--- src/rtl/rg_regs.vh ---
`ifndef RG_REGS_VH
`define RG_REGS_VH

// ============================================================
// Register map
`define RG_ADDR_W 10
`define RG_DATA_W 16
`define RG_ADDR_CODE_LO 10'h1D0
`define RG_ADDR_CODE_HI 10'h1D1
`define RG_ADDR_CAUSE 10'h1D6

// ============================================================
// Global reset code
`define RG_CODE_LO 16'hF473
`define RG_CODE_HI 16'h57A1
`define RG_CODE_RESET 16'h0000

// ============================================================
// Reset cause fields
`define RG_CAUSE_W 3
`define RG_CAUSE_SOFT 2
`define RG_CAUSE_POR 1
`define RG_CAUSE_PIN 0
`define RG_CAUSE_RESET 3'h0

// ============================================================
// Timing
`define RG_SOFT_CYCLES 3'h7
`define RG_SOFT_CNT_W 3

// ============================================================
// Reset output indices
`define RG_NUM_RST 4
`define RG_RST_CLKMON 0
`define RG_RST_CIPHER 1
`define RG_RST_SPI 2
`define RG_RST_MAIN 3

`endif

--- src/rtl/rg_reset_generator.v ---
`timescale 1ns/1ps
`include "rg_regs.vh"

// Functional notes
// Three reset causes are accepted: the reset pin, power-on reset and a software global reset over SPI.
// The clock-monitor reset asserts at once on pin or power-on reset and releases on the backup reference.
// The cipher reset asserts only on power-on reset and releases on the system clock.
// The SPI reset asserts on pin, power-on, software reset or clock loss and releases only with chip select idle.
// A serial transfer started while the system clock is missing is aborted and flagged as an error.
// The main reset asserts on pin, power-on or software reset and releases on the system clock.
// The software reset code is 32 bits held in two separately addressed 16-bit halves.
// A correct code resets everything except this block, the clock manager and the cipher register.
// The software reset pulse lasts eight system clock cycles, after which both code halves are cleared.
// The valid code is 0xF473 in the first half and 0x57A1 in the second half.
// The host writes the two code halves at their two consecutive addresses.
// A 3-bit cause register records sources seen since the last access and clears on every access.
// Cause bit 2 is software reset, bit 1 power-on reset and bit 0 the reset pin.
// After a power-on reset the pin flag content is not to be relied on.
// The clock-missing input is high while no valid system clock is supplied and feeds the SPI reset.
// The software reset fires only when both halves hold their exact codes together.
// Every reset releases through a two-stage synchroniser in its own release domain.
module rg_reset_generator (
    input wire clock,
    input wire nrst,
    input wire reset_pin_n,
    input wire power_on_reset_n,
    input wire clock_missing,
    input wire backup_tick,
    input wire spi_cs_n,
    input wire reg_wr_en,
    input wire reg_rd_en,
    input wire [`RG_ADDR_W-1:0] reg_addr,
    input wire [`RG_DATA_W-1:0] reg_wdata,
    output reg [`RG_DATA_W-1:0] reg_rdata_q,
    output reg reg_rd_hit_q,
    output reg spi_xfer_error_q,
    output wire clkmon_rst_n,
    output wire cipher_rst_n,
    output wire spi_rst_n,
    output wire main_rst_n
);

// ============================================================
// Address decode
function addr_is;
    input [`RG_ADDR_W-1:0] addr;
    input [`RG_ADDR_W-1:0] target;
    begin
        addr_is = (addr == target);
    end
endfunction

wire soft_rst;
wire wr_ok;
wire wr_lo;
wire wr_hi;
wire cause_access;
wire src_active;
reg [`RG_CAUSE_W-1:0] cause_q;
reg [`RG_CAUSE_W-1:0] cause_d;
reg spi_cs_n_q;

// ============================================================
// Register writes
// A code-half write that arrives while the system clock is missing is
// dropped, so no dummy data reaches the code halves; a cause access still clears.
assign wr_ok = reg_wr_en && !clock_missing;
assign wr_lo = wr_ok && addr_is(reg_addr, `RG_ADDR_CODE_LO);
assign wr_hi = wr_ok && addr_is(reg_addr, `RG_ADDR_CODE_HI);
assign cause_access = (reg_wr_en || reg_rd_en) && addr_is(reg_addr, `RG_ADDR_CAUSE);

// Pin or power-on reset wipes a half-written code.
assign src_active = !reset_pin_n || !power_on_reset_n;

rg_soft_reset u_soft (
    .clock(clock),
    .nrst(nrst),
    .clear(src_active),
    .wr_lo(wr_lo),
    .wr_hi(wr_hi),
    .wdata(reg_wdata),
    .soft_rst(soft_rst)
);

// ============================================================
// Reset outputs
// Assertion is combinational so a reset reaches its consumers
// even when the release clock is stopped; only release waits
// for the synchroniser.
wire [`RG_NUM_RST-1:0] arst_n;
wire [`RG_NUM_RST-1:0] advance;
wire [`RG_NUM_RST-1:0] release_ok;
wire [`RG_NUM_RST-1:0] rst_n_vec;

assign arst_n[`RG_RST_CLKMON] = nrst && reset_pin_n && power_on_reset_n;
assign arst_n[`RG_RST_CIPHER] = nrst && power_on_reset_n;
assign arst_n[`RG_RST_SPI] = nrst && reset_pin_n && power_on_reset_n && !soft_rst && !clock_missing;
assign arst_n[`RG_RST_MAIN] = nrst && reset_pin_n && power_on_reset_n && !soft_rst;

// The clock-monitor reset steps only on the backup reference tick.
assign advance[`RG_RST_CLKMON] = backup_tick;
assign advance[`RG_RST_CIPHER] = 1'b1;
assign advance[`RG_RST_SPI] = 1'b1;
assign advance[`RG_RST_MAIN] = 1'b1;

assign release_ok[`RG_RST_CLKMON] = 1'b1;
assign release_ok[`RG_RST_CIPHER] = 1'b1;
assign release_ok[`RG_RST_SPI] = spi_cs_n;
assign release_ok[`RG_RST_MAIN] = 1'b1;

genvar gi;
generate
    for (gi = 0; gi < `RG_NUM_RST; gi = gi + 1) begin : g_sync
        rg_rst_sync u_sync (
            .clock(clock),
            .arst_n(arst_n[gi]),
            .advance(advance[gi]),
            .release_ok(release_ok[gi]),
            .rst_n_out(rst_n_vec[gi])
        );
    end
endgenerate

assign clkmon_rst_n = rst_n_vec[`RG_RST_CLKMON];
assign cipher_rst_n = rst_n_vec[`RG_RST_CIPHER];
assign spi_rst_n = rst_n_vec[`RG_RST_SPI];
assign main_rst_n = rst_n_vec[`RG_RST_MAIN];

// ============================================================
// Reset cause register
// A source seen in the same cycle as the clearing access stays
// recorded, so no event is lost to the read.
always @* begin
    cause_d = cause_q;
    if (cause_access) begin
        cause_d = `RG_CAUSE_RESET;
    end
    if (soft_rst) begin
        cause_d[`RG_CAUSE_SOFT] = 1'b1;
    end
    if (!power_on_reset_n) begin
        cause_d[`RG_CAUSE_POR] = 1'b1;
    end
    if (!reset_pin_n) begin
        cause_d[`RG_CAUSE_PIN] = 1'b1;
    end
end

always @(posedge clock or negedge nrst) begin
    if (!nrst) begin
        cause_q <= `RG_CAUSE_RESET;
    end else begin
        cause_q <= cause_d;
    end
end

// ============================================================
// Read port and transfer abort
always @(posedge clock or negedge nrst) begin
    if (!nrst) begin
        reg_rdata_q <= {`RG_DATA_W{1'b0}};
        reg_rd_hit_q <= 1'b0;
        spi_cs_n_q <= 1'b1;
        spi_xfer_error_q <= 1'b0;
    end else begin
        spi_cs_n_q <= spi_cs_n;
        // A transfer opening while the clock is missing is flagged.
        spi_xfer_error_q <= spi_cs_n_q && !spi_cs_n && clock_missing;
        reg_rd_hit_q <= reg_rd_en && addr_is(reg_addr, `RG_ADDR_CAUSE);
        if (reg_rd_en && addr_is(reg_addr, `RG_ADDR_CAUSE)) begin
            reg_rdata_q <= {{(`RG_DATA_W-`RG_CAUSE_W){1'b0}}, cause_q};
        end else if (reg_rd_en) begin
            reg_rdata_q <= {`RG_DATA_W{1'b0}};
        end
    end
end

endmodule

--- src/rtl/rg_rst_sync.v ---
`timescale 1ns/1ps
`include "rg_regs.vh"

// ============================================================
// Reset synchroniser: asserts at once, releases after two
// advancing edges once release_ok has been seen high.
module rg_rst_sync (
    input wire clock,
    input wire arst_n,
    input wire advance,
    input wire release_ok,
    output wire rst_n_out
);

reg stage1_q;
reg stage2_q;

always @(posedge clock or negedge arst_n) begin
    if (!arst_n) begin
        stage1_q <= 1'b0;
        stage2_q <= 1'b0;
    end else if (advance) begin
        // The release permission is held once seen, so a later chip select
        // cannot pull the SPI reset back in during a normal transfer.
        stage1_q <= release_ok || stage1_q;
        stage2_q <= stage1_q;
    end
end

assign rst_n_out = stage2_q;

endmodule

--- src/rtl/rg_soft_reset.v ---
`timescale 1ns/1ps
`include "rg_regs.vh"

// ============================================================
// Global software reset: two code halves and the pulse timer.
module rg_soft_reset (
    input wire clock,
    input wire nrst,
    input wire clear,
    input wire wr_lo,
    input wire wr_hi,
    input wire [`RG_DATA_W-1:0] wdata,
    output wire soft_rst
);

localparam ST_IDLE = 1'b0;
localparam ST_PULSE = 1'b1;

reg state_q;
reg [`RG_DATA_W-1:0] code_lo_q;
reg [`RG_DATA_W-1:0] code_hi_q;
reg [`RG_SOFT_CNT_W-1:0] cnt_q;
reg soft_q;
wire code_match;

// Both halves must hold their exact value together.
assign code_match = (code_lo_q == `RG_CODE_LO) && (code_hi_q == `RG_CODE_HI);

always @(posedge clock or negedge nrst) begin
    if (!nrst) begin
        state_q <= ST_IDLE;
        code_lo_q <= `RG_CODE_RESET;
        code_hi_q <= `RG_CODE_RESET;
        cnt_q <= {`RG_SOFT_CNT_W{1'b0}};
        soft_q <= 1'b0;
    end else if (clear) begin
        state_q <= ST_IDLE;
        code_lo_q <= `RG_CODE_RESET;
        code_hi_q <= `RG_CODE_RESET;
        cnt_q <= {`RG_SOFT_CNT_W{1'b0}};
        soft_q <= 1'b0;
    end else begin
        case (state_q)
            ST_IDLE: begin
                if (code_match) begin
                    state_q <= ST_PULSE;
                    soft_q <= 1'b1;
                    cnt_q <= {`RG_SOFT_CNT_W{1'b0}};
                end else begin
                    if (wr_lo) begin
                        code_lo_q <= wdata;
                    end
                    if (wr_hi) begin
                        code_hi_q <= wdata;
                    end
                end
            end
            ST_PULSE: begin
                // Writes are ignored while the pulse runs.
                if (cnt_q == `RG_SOFT_CYCLES) begin
                    state_q <= ST_IDLE;
                    soft_q <= 1'b0;
                    code_lo_q <= `RG_CODE_RESET;
                    code_hi_q <= `RG_CODE_RESET;
                end else begin
                    cnt_q <= cnt_q + 1'b1;
                end
            end
            default: begin
                state_q <= ST_IDLE;
                soft_q <= 1'b0;
            end
        endcase
    end
end

assign soft_rst = soft_q;

endmodule

--- config.mk ---
export PLATFORM = sky130hd
export DESIGN_NAME = rg_reset_generator
export DESIGN_NICKNAME = d
export VERILOG_FILES = /design/src/rtl/rg_reset_generator.v /design/src/rtl/rg_rst_sync.v /design/src/rtl/rg_soft_reset.v
export VERILOG_INCLUDE_DIRS = /design/src /design/src/rtl
export SDC_FILE = /design/constraint.sdc
export NUM_CORES = 1
export LEC_CHECK = 0
export BUFFER_PORTS_ARGS = -buffer_cell sky130_fd_sc_hd__buf_2
export CAP_MARGIN = 20
export CORE_AREA = 2 2 103 105
export CTS_BUF_LIST = sky130_fd_sc_hd__clkbuf_8
export CTS_CLUSTER_DIAMETER = 120
export DETAILED_ROUTE_END_ITERATION = 8
export DIE_AREA = 0 0 105 107
export GPL_TIMING_DRIVEN = 1
export SLEW_MARGIN = 5
export SYNTH_ARGS = -nofsm -noshare
export SYNTH_HDL_FRONTEND = slang
export SYNTH_HIERARCHICAL = 1
export SYNTH_SLANG_ARGS = --single-unit
--- constraint.sdc ---
create_clock -name clock -period 0.8 [get_ports clock]
set_clock_uncertainty 0.05 [all_clocks]
set_input_delay 0.04 -clock clock [delete_from_list [all_inputs] [get_ports clock]]
set_output_delay 0.04 -clock clock [all_outputs]
set_load 0.05 [all_outputs]
==> impl_metrics.csv, run 1 <==
group,metric,value,unit
yosys,ys_ff_latch,54,
timing,period_share,239,%
yosys,mappedNetlistArea,2490,um2
yosys,yosysSeqAreaShare,54.3,%
clock_network,clkTransAtPathRegs,0.10,ns
floorplan,die_area,11200,um2
grt,overflow,0,
final_layout,postLayoutCellArea,3940,um2
worst_setup_path,cp.required,1.00,ns
route,wl_per_cell,13.7,um
floorplan,core,10100,um2
pwr,total_power,0.00495,W
run_status,violations,"negative setup slack",
clock_network,cts-root-buf,"clkbuf_8",
timing,layout_setup_ws,-1.11,ns
grt,grt_pass1_vias,2251,
floorplan,die_w,105,um
grt,track_usage,12.2,%
final_layout,syn2layout_area_growth,58.4,%
worst_setup_path,cp_slowest_cell,"or4_4",
pwr,pwr_density_cell,1260,nW/um2
floorplan,die_y,107,um
pwr,p_leak,1.81,nW
timing,grt_setup_unrepaired,"true",
timing,finalSetupTns,-41.52,ns
worst_setup_path,path_class,"flip-flop to flip-flop",
route,drt_iter0_drc,108,
final_layout,drive_above_1_share,46.4,%
worst_setup_path,startpoint_type,"flip-flop",
worst_setup_path,path_cells,"nand4bb_1 > or4_4 > o31ai_4 > buf_6 > a21oi_4 > buf_6 > o2bb2ai_2",
hold_path,hold_path.class,"input pin to flip-flop",
timing,whs,0.0217,ns
worst_setup_path,worst_ep_arrival_time,2.11,ns
yosys,postSynthCellCount,221,
route,wl,6780,um
timing,slew_violations,0,
grt,grt_max_degree,47,
timing,finalCriticalPeriod,1.91,ns
route,via_per_inst,4.29,
worst_setup_path,cp-end-kind,"flip-flop",
yosys,syn_avg_cell_area,11.3,um2
yosys,async_flop_share,100,%
clock_network,cts-buffers-inserted,5,
placed_design,dpl_cell_area,3200,um2
yosys,synth_flop_cell,"dfrtp_1",
timing,hold_violations,0,
floorplan,io_pins,57,
floorplan,start_util,24.7,%
yosys,yosys_warnings,6,
clock_network,h-tree-depth,2,
yosys,yosysUniqueCellTypes,43,
pwr,peakVddDrop,0.667,mV
worst_setup_path,crit_family,"simple AND/OR/NAND/NOR gates",
grt,antenna_found_initial,0,
clock_network,tritoncts,"yes",
placed_design,portBuffers,43,
clock_network,worstSkewPairLatency,0.31,ns
yosys,synth-edff-count,0,
route,dr.pass1.iters,4,
worst_setup_path,cp.buffers_inverters,2,
timing,setup_viol,54,
job,drv_cap,0,
route,drc,0,
grt,grt_pass1_wl,10800,um
timing,max_freq,523,MHz
final_layout,diodes,0,
clock_network,cts_sinks,54,
placed_design,post-dp-hpwl,4510,um
placed_design,globalplace.congestion,0.796,
run_status,status,"finished with violations",
floorplan,num_rows,37,
route,num_vias,2117,
clock_network,clock_path_buffers,2,
worst_setup_path,cp_slowest_stage_delay,0.48,ns
route,drtAntennaViolNets,0,
final_layout,nets,394,
worst_setup_path,crit_fanout,5,
worst_setup_path,cpMostUsedCell,"buf_6",
synthesized netlist by cell type, types with 5 or more instances:
cell type | number | area (um2)
a22o_1 | 13 | 114
o2bb2ai_1 | 10 | 87.6
o21ai_0 | 5 | 25.0
inv_1 | 28 | 105
a21oi_1 | 7 | 35.0
nor2_1 | 5 | 18.8
dfrtp_1 | 53 | 1330
o22ai_1 | 8 | 50.1
nand2_1 | 18 | 67.6
buf_4 | 13 | 97.6
path summary, 6_finish.rpt:
check	start	end	slack, ns	cells past startpoint
setup / recovery	u_soft/code_hi_q[15]	u_soft/code_lo_q[1]	-1.11	7
hold / removal	reg_wdata[9]	u_soft/code_lo_q[9]	0.02	3
setup reg to reg	u_soft/code_hi_q[15]	u_soft/code_lo_q[1]	-1.11	7
hold reg to reg	u_soft/soft_rst	g_sync[3].u_sync/rst_n_out	0.34	2
max in group asynchronous	power_on_reset_n	g_sync[2].u_sync/rst_n_out	-0.08	7
min in group asynchronous	nrst	g_sync[1].u_sync/rst_n_out	0.22	3
sequential cells by signal, indices dropped and copies added (netlist names):
signal / count
u_soft/code_lo_q: 16
u_soft/state_q: 1
u_soft/soft_rst: 1
u_soft/code_hi_q: 16
g_sync.u_sync/stage1_q: 4
spi_cs_n_q: 1
reg_rd_hit_q: 1
reg_rdata_q: 3
spi_xfer_error_q: 1
g_sync.u_sync/rst_n_out: 4
u_soft/cnt_q: 3
cause_q: 3
tightest hold or removal path: stages:
cell and delay (ns):
buf_2 0.10, nand2_1 0.11, o22ai_2 0.10
cell families (layout without fill, tap and decap cells):
kind of cell    Yosys count  after routing  share of synthesized area, %
flops                    54             54                          54.3
fa+ha+maj                 2              2                          1.01
other cells               2             22                         0.302
simple gates             53             54                          13.2
mux                       6              6                          3.32
compound gates           58             58                          18.6
buf+inv                  46            162                          9.30
power breakdown:
group	switching [W]	internal, W
clock network	0.000916	0.000698
logic	0.000373	0.000224
registers	0.00000257	0.00274
per-stage QoR:
step | utilization (%) | setup slack, ns | std cells
after global placement | 31.7 | -1.13 | 447
final | 39.1 | -1.11 | 494
after floorplan | - | -1.08 | 241
after CTS | 38.0 | -1.13 | 489
after global routing | 39.1 | -1.20 | 494
after detailed placement | 31.7 | -1.17 | 447
cells in the final DEF, fill, tap and decap left out, types with 5 or more instances in the layout:
cell type      Yosys  layout
o21ai_1            2       6
dfrtp_1           53      49
buf_6              1      18
buf_4             13      50
o2bb2ai_2          0       7
a22o_1            13      13
dlygate4sd3_1      0      23
buf_2              2      34
nor2_1             5       5
clkbuf_8           0       6
inv_1             28      27
conb_1             2      22
o22ai_2            0       5
nand2_1           18      18
metal layers:
layer	routed length, um	part of all wire (%)	vias up	global-route usage (%)
li1	-	-	1026	-
met1	3080	45	1012	15.8
met2	3250	48	69	20.6
met3	364	5.4	10	2.61
met4	84	1.2	0	3.71
met5	0	0	-	0
final cells by class:
| cell class | instances | area [um2] |
|---|---|---|
| Clock inverter | 2 | 12.5 |
| Inverter | 28 | 105 |
| Multi-Input combinational cell | 142 | 1210 |
| Timing Repair Buffer | 126 | 998 |
| Sequential cell | 54 | 1360 |
| Fill cell | 1012 | 6150 |
| Clock buffer | 6 | 82.6 |
| Tap cell | 136 | 170 |
repair_timing:
| action | 4_1_cts | 5_1_grt |
|---|---|---|
| gates resized for setup | 53 | 13 |
| hold buffers | 23 | 2 |
| setup endpoints to repair | 50 | 58 |
| pin swaps | 17 | 7 |
| setup buffers | 9 | 7 |
| gates cloned | 2 | 0 |
| hold endpoints to repair | 94 | 53 |
Note: power is estimated with default switching activity, not from simulation.
==> inputs of run 2 (changes only) <==
- BUFFER_PORTS_ARGS: -buffer_cell sky130_fd_sc_hd__buf_2 -> unset
- DONT_BUFFER_PORTS: unset -> 1
==> run 2 against run 1 <==
- the run ends with negative hold slack, negative setup slack left
- register-to-register slack lost 0.06 ns
- routed wire length decreased by 3.2%
- non-clock buffer count down 40
- via count fell by 5.3%
- clock-buffer cell count fell by 1
- worst setup slack got worse by 0.057 ns
- first-iteration DRC count decreased by 31%
- die area did not move
- clock power down 4%
- utilization shrank 2.8 points
- maximum frequency decreased by 2.9%
- critical path type unchanged
==> impl_metrics.csv, run 2 (synthesis results as in run 1) <==
group,metric,value,unit
final_layout,n_fill_cell,1052,
worst_setup_path,r2r_end,"u_soft/code_lo_q[4]",
timing,finalSetupTns,-42.40,ns
floorplan,start_util,24.7,%
final_layout,drive_above_1_share,38.6,%
grt,antenna_found_initial,0,
placed_design,dpl_cell_area,3050,um2
route,dr.pass1.iters,4,
timing,layout_setup_ws,-1.17,ns
final_layout,nets,355,
timing,max_freq,507,MHz
clock_network,clock_path_buffers,2,
final_layout,multiInputGateArea,1160,um2
route,drt_iter0_drc,74,
final_layout,fin_cells,455,
timing,slew_violations,0,
timing,setup_viol,50,
floorplan,num_rows,37,
route,num_vias,2004,
grt,grt_max_degree,48,
worst_setup_path,crit_family,"simple AND/OR/NAND/NOR gates",
job,drv_cap,0,
worst_setup_path,path_class,"flip-flop to flip-flop",
hold_path,hold_path.class,"input pin to asynchronous set/reset pin",
worst_setup_path,cp.buffers_inverters,2,
grt,track_usage,12.1,%
timing,whs,-0.642,ns
clock_network,cts_sinks,54,
placed_design,place_inst,412,
pwr,p_leak,1.66,nW
clock_network,tritoncts,"yes",
clock_network,worstSkewPairLatency,0.32,ns
route,via_per_inst,4.40,
timing,grt_setup_unrepaired,"true",
route,wl_per_cell,14.4,um
final_layout,syn2layout_area_growth,47.1,%
grt,grt_pass1_wl,10700,um
floorplan,die_w,105,um
worst_setup_path,cp_slowest_stage_delay,0.50,ns
grt,overflow,0,
final_layout,postLayoutCellArea,3660,um2
final_layout,final_cell_mix,"51 x buf_4, 46 x dfrtp_1, 28 x inv_1, 22 x conb_1, 21 x dlygate4sd3_1",
worst_setup_path,path_cells,"nand4bb_1 > or4_4 > o31ai_4 > buf_4 > buf_6 > a21oi_4 > o2bb2ai_2",
clock_network,clkTransAtPathRegs,0.10,ns
placed_design,globalplace.congestion,0.786,
pwr,pwr_density_cell,1290,nW/um2
route,drtAntennaViolNets,0,
route,wl,6570,um
floorplan,core,10100,um2
pwr,peakVddDrop,0.668,mV
clock_network,holdBufCountCts,23,
clock_network,cts-buffers-inserted,5,
worst_setup_path,cp_slowest_cell,"or4_4",
clock_network,cts-root-buf,"clkbuf_8",
floorplan,die_area,11200,um2
worst_setup_path,worst_ep_arrival_time,2.17,ns
worst_setup_path,cp.required,1.00,ns
clock_network,h-tree-depth,2,
worst_setup_path,timing.rr.start,"u_soft/code_hi_q[15]",
timing,period_share,246,%
timing,hold_violations,54,
worst_setup_path,crit_fanout,5,
final_layout,reg.largest.list,"u_soft/code_hi_q (16), u_soft/code_lo_q (16)",
run_status,status,"finished with violations",
floorplan,io_pins,57,
final_layout,layout_commonest_cell,"buf_4",
final_layout,final-seq-area,1360,um2
placed_design,portBuffers,0,
run_status,violations,"negative hold slack, negative setup slack",
timing,worstMarginPinSlew,0.521,ns
placed_design,post-dp-hpwl,4300,um
worst_setup_path,r2r_cells,7,
route,drc,0,
timing,finalCriticalPeriod,1.97,ns
worst_setup_path,cp-end-kind,"flip-flop",
worst_setup_path,startpoint_type,"flip-flop",
worst_setup_path,path_depth,7,
grt,grt_pass1_vias,2098,
timing,slew_headroom,65.1,%
worst_setup_path,rrSetupSlack,-1.17,ns
floorplan,die_y,107,um
final_layout,diodes,0,
[run 2: cell types whose count changed in the layout (fill, tap and decap cells not counted), moves of 2 or more]
cell / previous run / this run
buf_2: 34 / 0
buf_6: 18 / 10
dfrtp_1: 49 / 46
dfrtp_2: 4 / 7
dlygate4sd3_1: 23 / 21
dlymetal6s4s_1: 0 / 2
o22ai_1: 3 / 5
o22ai_2: 5 / 3
o2bb2ai_1: 1 / 3
o2bb2ai_4: 2 / 0
[run 2: report_power, final]
part           internal, W  total (W)  leakage, nW  switching [W]
clock             0.000617    0.00155       0.0441       0.000933
combinational     0.000151   0.000447        0.911       0.000296
sequential         0.00274    0.00274        0.702     0.00000329
[run 2: how the worst max path moves through the flow]
stage | endpoint | start
after floorplan | u_soft/code_lo_q[3] | u_soft/code_hi_q[15]
after global placement | u_soft/code_hi_q[3] | u_soft/code_hi_q[15]
after detailed placement | u_soft/code_hi_q[11] | u_soft/code_hi_q[15]
after CTS | u_soft/code_hi_q[5] | u_soft/code_lo_q[3]
after global routing | u_soft/code_lo_q[4] | u_soft/code_hi_q[15]
final | u_soft/code_lo_q[4] | u_soft/code_hi_q[15]
[run 2: worst reg2reg max path: cells and delay by family, from the launching register on]
kind                   cells  cell delay (ns)
buffers and inverters      2             0.26
AND/OR/NAND/NOR            2             0.72
flip-flops                 1             0.39
AO/OA/AOI/OAI              3             0.48
[run 2: per-layer routing]
metal	part of all wire, %	routed length [um]	GRT usage [%]
met5	0	0	0
met4	1.6	106	4.38
met3	6.4	419	3.04
met2	47	3090	19.3
met1	45	2950	16.0
[run 2: area by class of cell]
type,instances,share of cell area [%]
inverters,28,2.87
flip-flops and latches,54,37.2
clock inverters,3,0.581
well taps,136,4.65
repair buffers,86,21.1
clock buffers,5,1.88
multi-input cells,143,31.8
[run 2: per-stage QoR]
step           total power (W)  setup WS (ns)  hold WS, ns  util (%)
2_1_floorplan          0.00308          -1.08       -0.306         -
3_3_place_gp           0.00309          -1.21       -0.304      30.3
3_5_place_dp           0.00309          -1.23       -0.304      30.3
4_1_cts                0.00478          -1.12       -0.660      35.0
5_1_grt                0.00496          -1.25       -0.672      36.3
6_report               0.00474          -1.17       -0.642      36.3
[run 2: repair_timing]
| action | in CTS | in global routing |
|---|---|---|
| setup buffers | 6 | 4 |
| pin swaps | 15 | 9 |
| hold endpoints to repair | 101 | 54 |
| gates resized for setup | 25 | 17 |
| endpoints found under the setup margin | 49 | 58 |
| cloned | 1 | 1 |
==> inputs of run 3 (changes only) <==
- ABC_AREA: unset -> 1
- CORE_AREA: 2 2 103 105 -> 2 2 110 112
- DIE_AREA: 0 0 105 107 -> 0 0 112 114
- SETUP_SLACK_MARGIN: unset -> 0.15
- TNS_END_PERCENT: unset -> 20
==> run 3 against run 2 <==
- the flow still finishes with violations (negative hold slack, negative setup slack)
- critical endpoint is now u_soft/code_lo_q[12]
- critical path type unchanged
- die area is 14% higher
- via count increased by 18%
- total power up 9.9%
- utilization is 5.6 points lower
- final cell count grew 24%
- non-clock buffer count shrank 50
- sequential power increased by 7%
- worst hold slack got worse by 0.010 ns
- largest power group unchanged
- worst setup slack better by 0.39 ns
- routed wire length up 7.1%
==> impl_metrics.csv, run 3 <==
group,metric,value,unit
timing,max_freq,631,MHz
clock_network,tritoncts,"yes",
placed_design,globalplace.congestion,0.813,
floorplan,io_pins,57,
worst_setup_path,worst_ep_arrival_time,1.78,ns
timing,layout_setup_ws,-0.785,ns
final_layout,layout_commonest_cell,"nand2_1",
worst_setup_path,startpoint_type,"flip-flop",
final_layout,diodes,0,
clock_network,holdBufCountCts,6,
route,drtAntennaViolNets,0,
floorplan,num_rows,40,
job,drv_cap,0,
yosys,synth-edff-count,0,
route,num_vias,2366,
worst_setup_path,r2r_cells,9,
yosys,yosys-top-cells-count,"160 x nand2_1, 53 x dfrtp_1, 37 x nor2_1, 35 x nand4_1, 32 x inv_1",
worst_setup_path,crit_fanout,8,
floorplan,die_area,12800,um2
yosys,yosysTopAreaCell,"dfrtp_1",
worst_setup_path,cp-end-kind,"flip-flop",
yosys,synth_adder_area_share,0.875,%
final_layout,nets,452,
clock_network,h-tree-depth,2,
floorplan,die_w,112,um
route,drt_iter0_drc,183,
clock_network,cts_sinks,54,
yosys,synth_top_area_share,46.3,%
hold_path,hold_path.class,"input pin to asynchronous set/reset pin",
timing,grt_setup_unrepaired,"true",
yosys,postSynthCellCount,374,
yosys,yosys_warnings,6,
timing,finalCriticalPeriod,1.59,ns
route,drc,0,
clock_network,clock_path_buffers,2,
yosys,ys_ff_latch,54,
timing,period_share,198,%
yosys,synth_xor_area_share,0,%
floorplan,core,11700,um2
final_layout,n_fill_cell,1285,
timing,hold_violations,93,
clock_network,worstSkewPairLatency,0.32,ns
grt,track_usage,10.8,%
floorplan,die_y,114,um
final_layout,fin_util,30.7,%
grt,grt_pass1_wl,11200,um
yosys,synth_area_leaders,"dfrtp_1 46%, nand2_1 21%, nand4_1 7.7%",
final_layout,final_cell_mix,"154 x nand2_1, 50 x dfrtp_1, 35 x nand4_1, 31 x inv_1, 28 x nor2_1",
yosys,synth_flop_cell,"dfrtp_1",
timing,slew_violations,0,
timing,whs,-0.653,ns
route,via_per_inst,4.20,
final_layout,reg.largest.list,"u_soft/code_hi_q (16), u_soft/code_lo_q (16)",
yosys,async_flop_share,100,%
worst_setup_path,timing.rr.start,"u_soft/code_hi_q[1]",
yosys,yosysUniqueCellTypes,24,
clock_network,cts-buffers-inserted,5,
final_layout,syn2layout_area_growth,25.6,%
route,wl,7030,um
yosys,synth_top_family_by_area,"simple AND/OR/NAND/NOR gates",
floorplan,start_util,24.4,%
pwr,peakVddDrop,0.749,mV
timing,setup_viol,46,
grt,grt_max_degree,48,
timing,finalSetupTns,-28.88,ns
run_status,violations,"negative hold slack, negative setup slack",
worst_setup_path,cp.required,1.00,ns
clock_network,clkTransAtPathRegs,0.12,ns
yosys,synth_most_common_cell,"nand2_1",
grt,antenna_found_initial,0,
yosys,syn_avg_cell_area,7.65,um2
clock_network,cts-root-buf,"clkbuf_8",
final_layout,drive_above_1_share,19.0,%
yosys,synthMuxAreaShare,0,%
route,dr.pass1.iters,4,
yosys,yosys.area_share.simple,39.4,%
yosys,synth-compound-area-share,0.262,%
worst_setup_path,path_class,"flip-flop to flip-flop",
pwr,p_leak,1.92,nW
grt,overflow,0,
yosys,yosysSeqAreaShare,47.3,%
worst_setup_path,rrSetupSlack,-0.79,ns
route,wl_per_cell,12.5,um
grt,grt_pass1_vias,2337,
placed_design,post-dp-hpwl,4800,um
pwr,pwr_density_cell,1450,nW/um2
yosys,mappedNetlistArea,2860,um2
placed_design,portBuffers,0,
run_status,status,"finished with violations",
worst_setup_path,r2r_end,"u_soft/code_lo_q[12]",
run 3: changes by cell type in the layout (fill, tap and decap cells not counted), moves of 5 or more:
cell,previous run,this run
nand2_1,18,154
buf_4,51,17
nand4_1,2,35
nor2_1,5,28
dlygate4sd3_1,21,5
a22o_1,13,0
nor2_4,2,10
o2bb2ai_2,7,0
buf_6,10,4
nand2_2,0,6
o21ai_1,6,0
o22ai_1,5,0
run 3: power breakdown:
group          internal, W  switching [W]
combinational     0.000190       0.000445
sequential         0.00284      0.0000949
clock             0.000652       0.000991
run 3: stage by stage:
step / power (W) / instances / area [um2] / setup WS [ns] / hold slack, ns
4_1_cts: 0.00527 / 556 / 3420 / -0.735 / -0.659
6_report: 0.00521 / 563 / 3590 / -0.785 / -0.653
3_3_place_gp: 0.00353 / 542 / 3230 / -0.750 / -0.303
3_5_place_dp: 0.00354 / 542 / 3230 / -0.767 / -0.303
2_1_floorplan: 0.00350 / 397 / 3030 / -0.569 / -0.306
5_1_grt: 0.00550 / 563 / 3590 / -0.889 / -0.678
run 3: worst max-delay path: stages, from the launching register on:
cell and delay [ns]:
dfrtp_1 0.40, inv_1 0.06, nand2_1 0.07, nor2_4 0.14, nand2_2 0.07, nor2_4 0.17, nand3_4 0.18, nand3_2 0.23
nand2_1 0.08, nand2_1 0.06
run 3: how the worst max path moves through the flow:
| stage | slack, ns | to | from |
|---|---|---|---|
| final | -0.79 | u_soft/code_lo_q[12] | u_soft/code_hi_q[1] |
| after global routing | -0.89 | u_soft/code_lo_q[12] | u_soft/code_hi_q[1] |
| after CTS | -0.74 | u_soft/code_lo_q[2] | u_soft/code_lo_q[7] |
| after detailed placement | -0.77 | u_soft/code_lo_q[2] | u_soft/code_lo_q[7] |
| after global placement | -0.75 | u_soft/code_lo_q[1] | u_soft/code_lo_q[7] |
| after floorplan | -0.57 | u_soft/code_hi_q[10] | u_soft/state_q |
run 3: layer usage:
layer | up-vias | global-route usage (%) | wire (um)
met4 | 0 | 2.68 | 114
met2 | 61 | 18.8 | 3540
met3 | 11 | 2.55 | 412
met5 | - | 0 | 0
met1 | 1084 | 13.5 | 2960
li1 | 1210 | - | -
run 3: repair_timing:
action                     in CTS  in global routing
cloned                          0                  6
gates resized for setup        12                 18
pin swaps                      36                 31
hold endpoints to repair       98                 88
setup endpoints to repair      57                 64
buffers inserted                0                  1
run 3: cell families (layout without fill, tap and decap cells):
kind of cell               after synthesis  count (layout)
DFF                                     54              54
other                                    2              25
AOI/OAI and AO/OA                        1               1
and+or+nand+nor                        250             253
buffers and inverters                   65              81
adders and majority gates                2               2
run 3: layout make-up:
| cell class | count | area, um2 | share of cell area, % |
|---|---|---|---|
| Clock buffer | 5 | 68.8 | 1.91 |
| Clock inverter | 3 | 28.8 | 0.801 |
| Inverter | 37 | 146 | 4.07 |
| Multi-Input combinational cell | 281 | 1380 | 38.4 |
| Sequential cell | 54 | 1360 | 37.7 |
| Tap cell | 147 | 184 | 5.12 |
| Timing Repair Buffer | 36 | 430 | 12.0 |
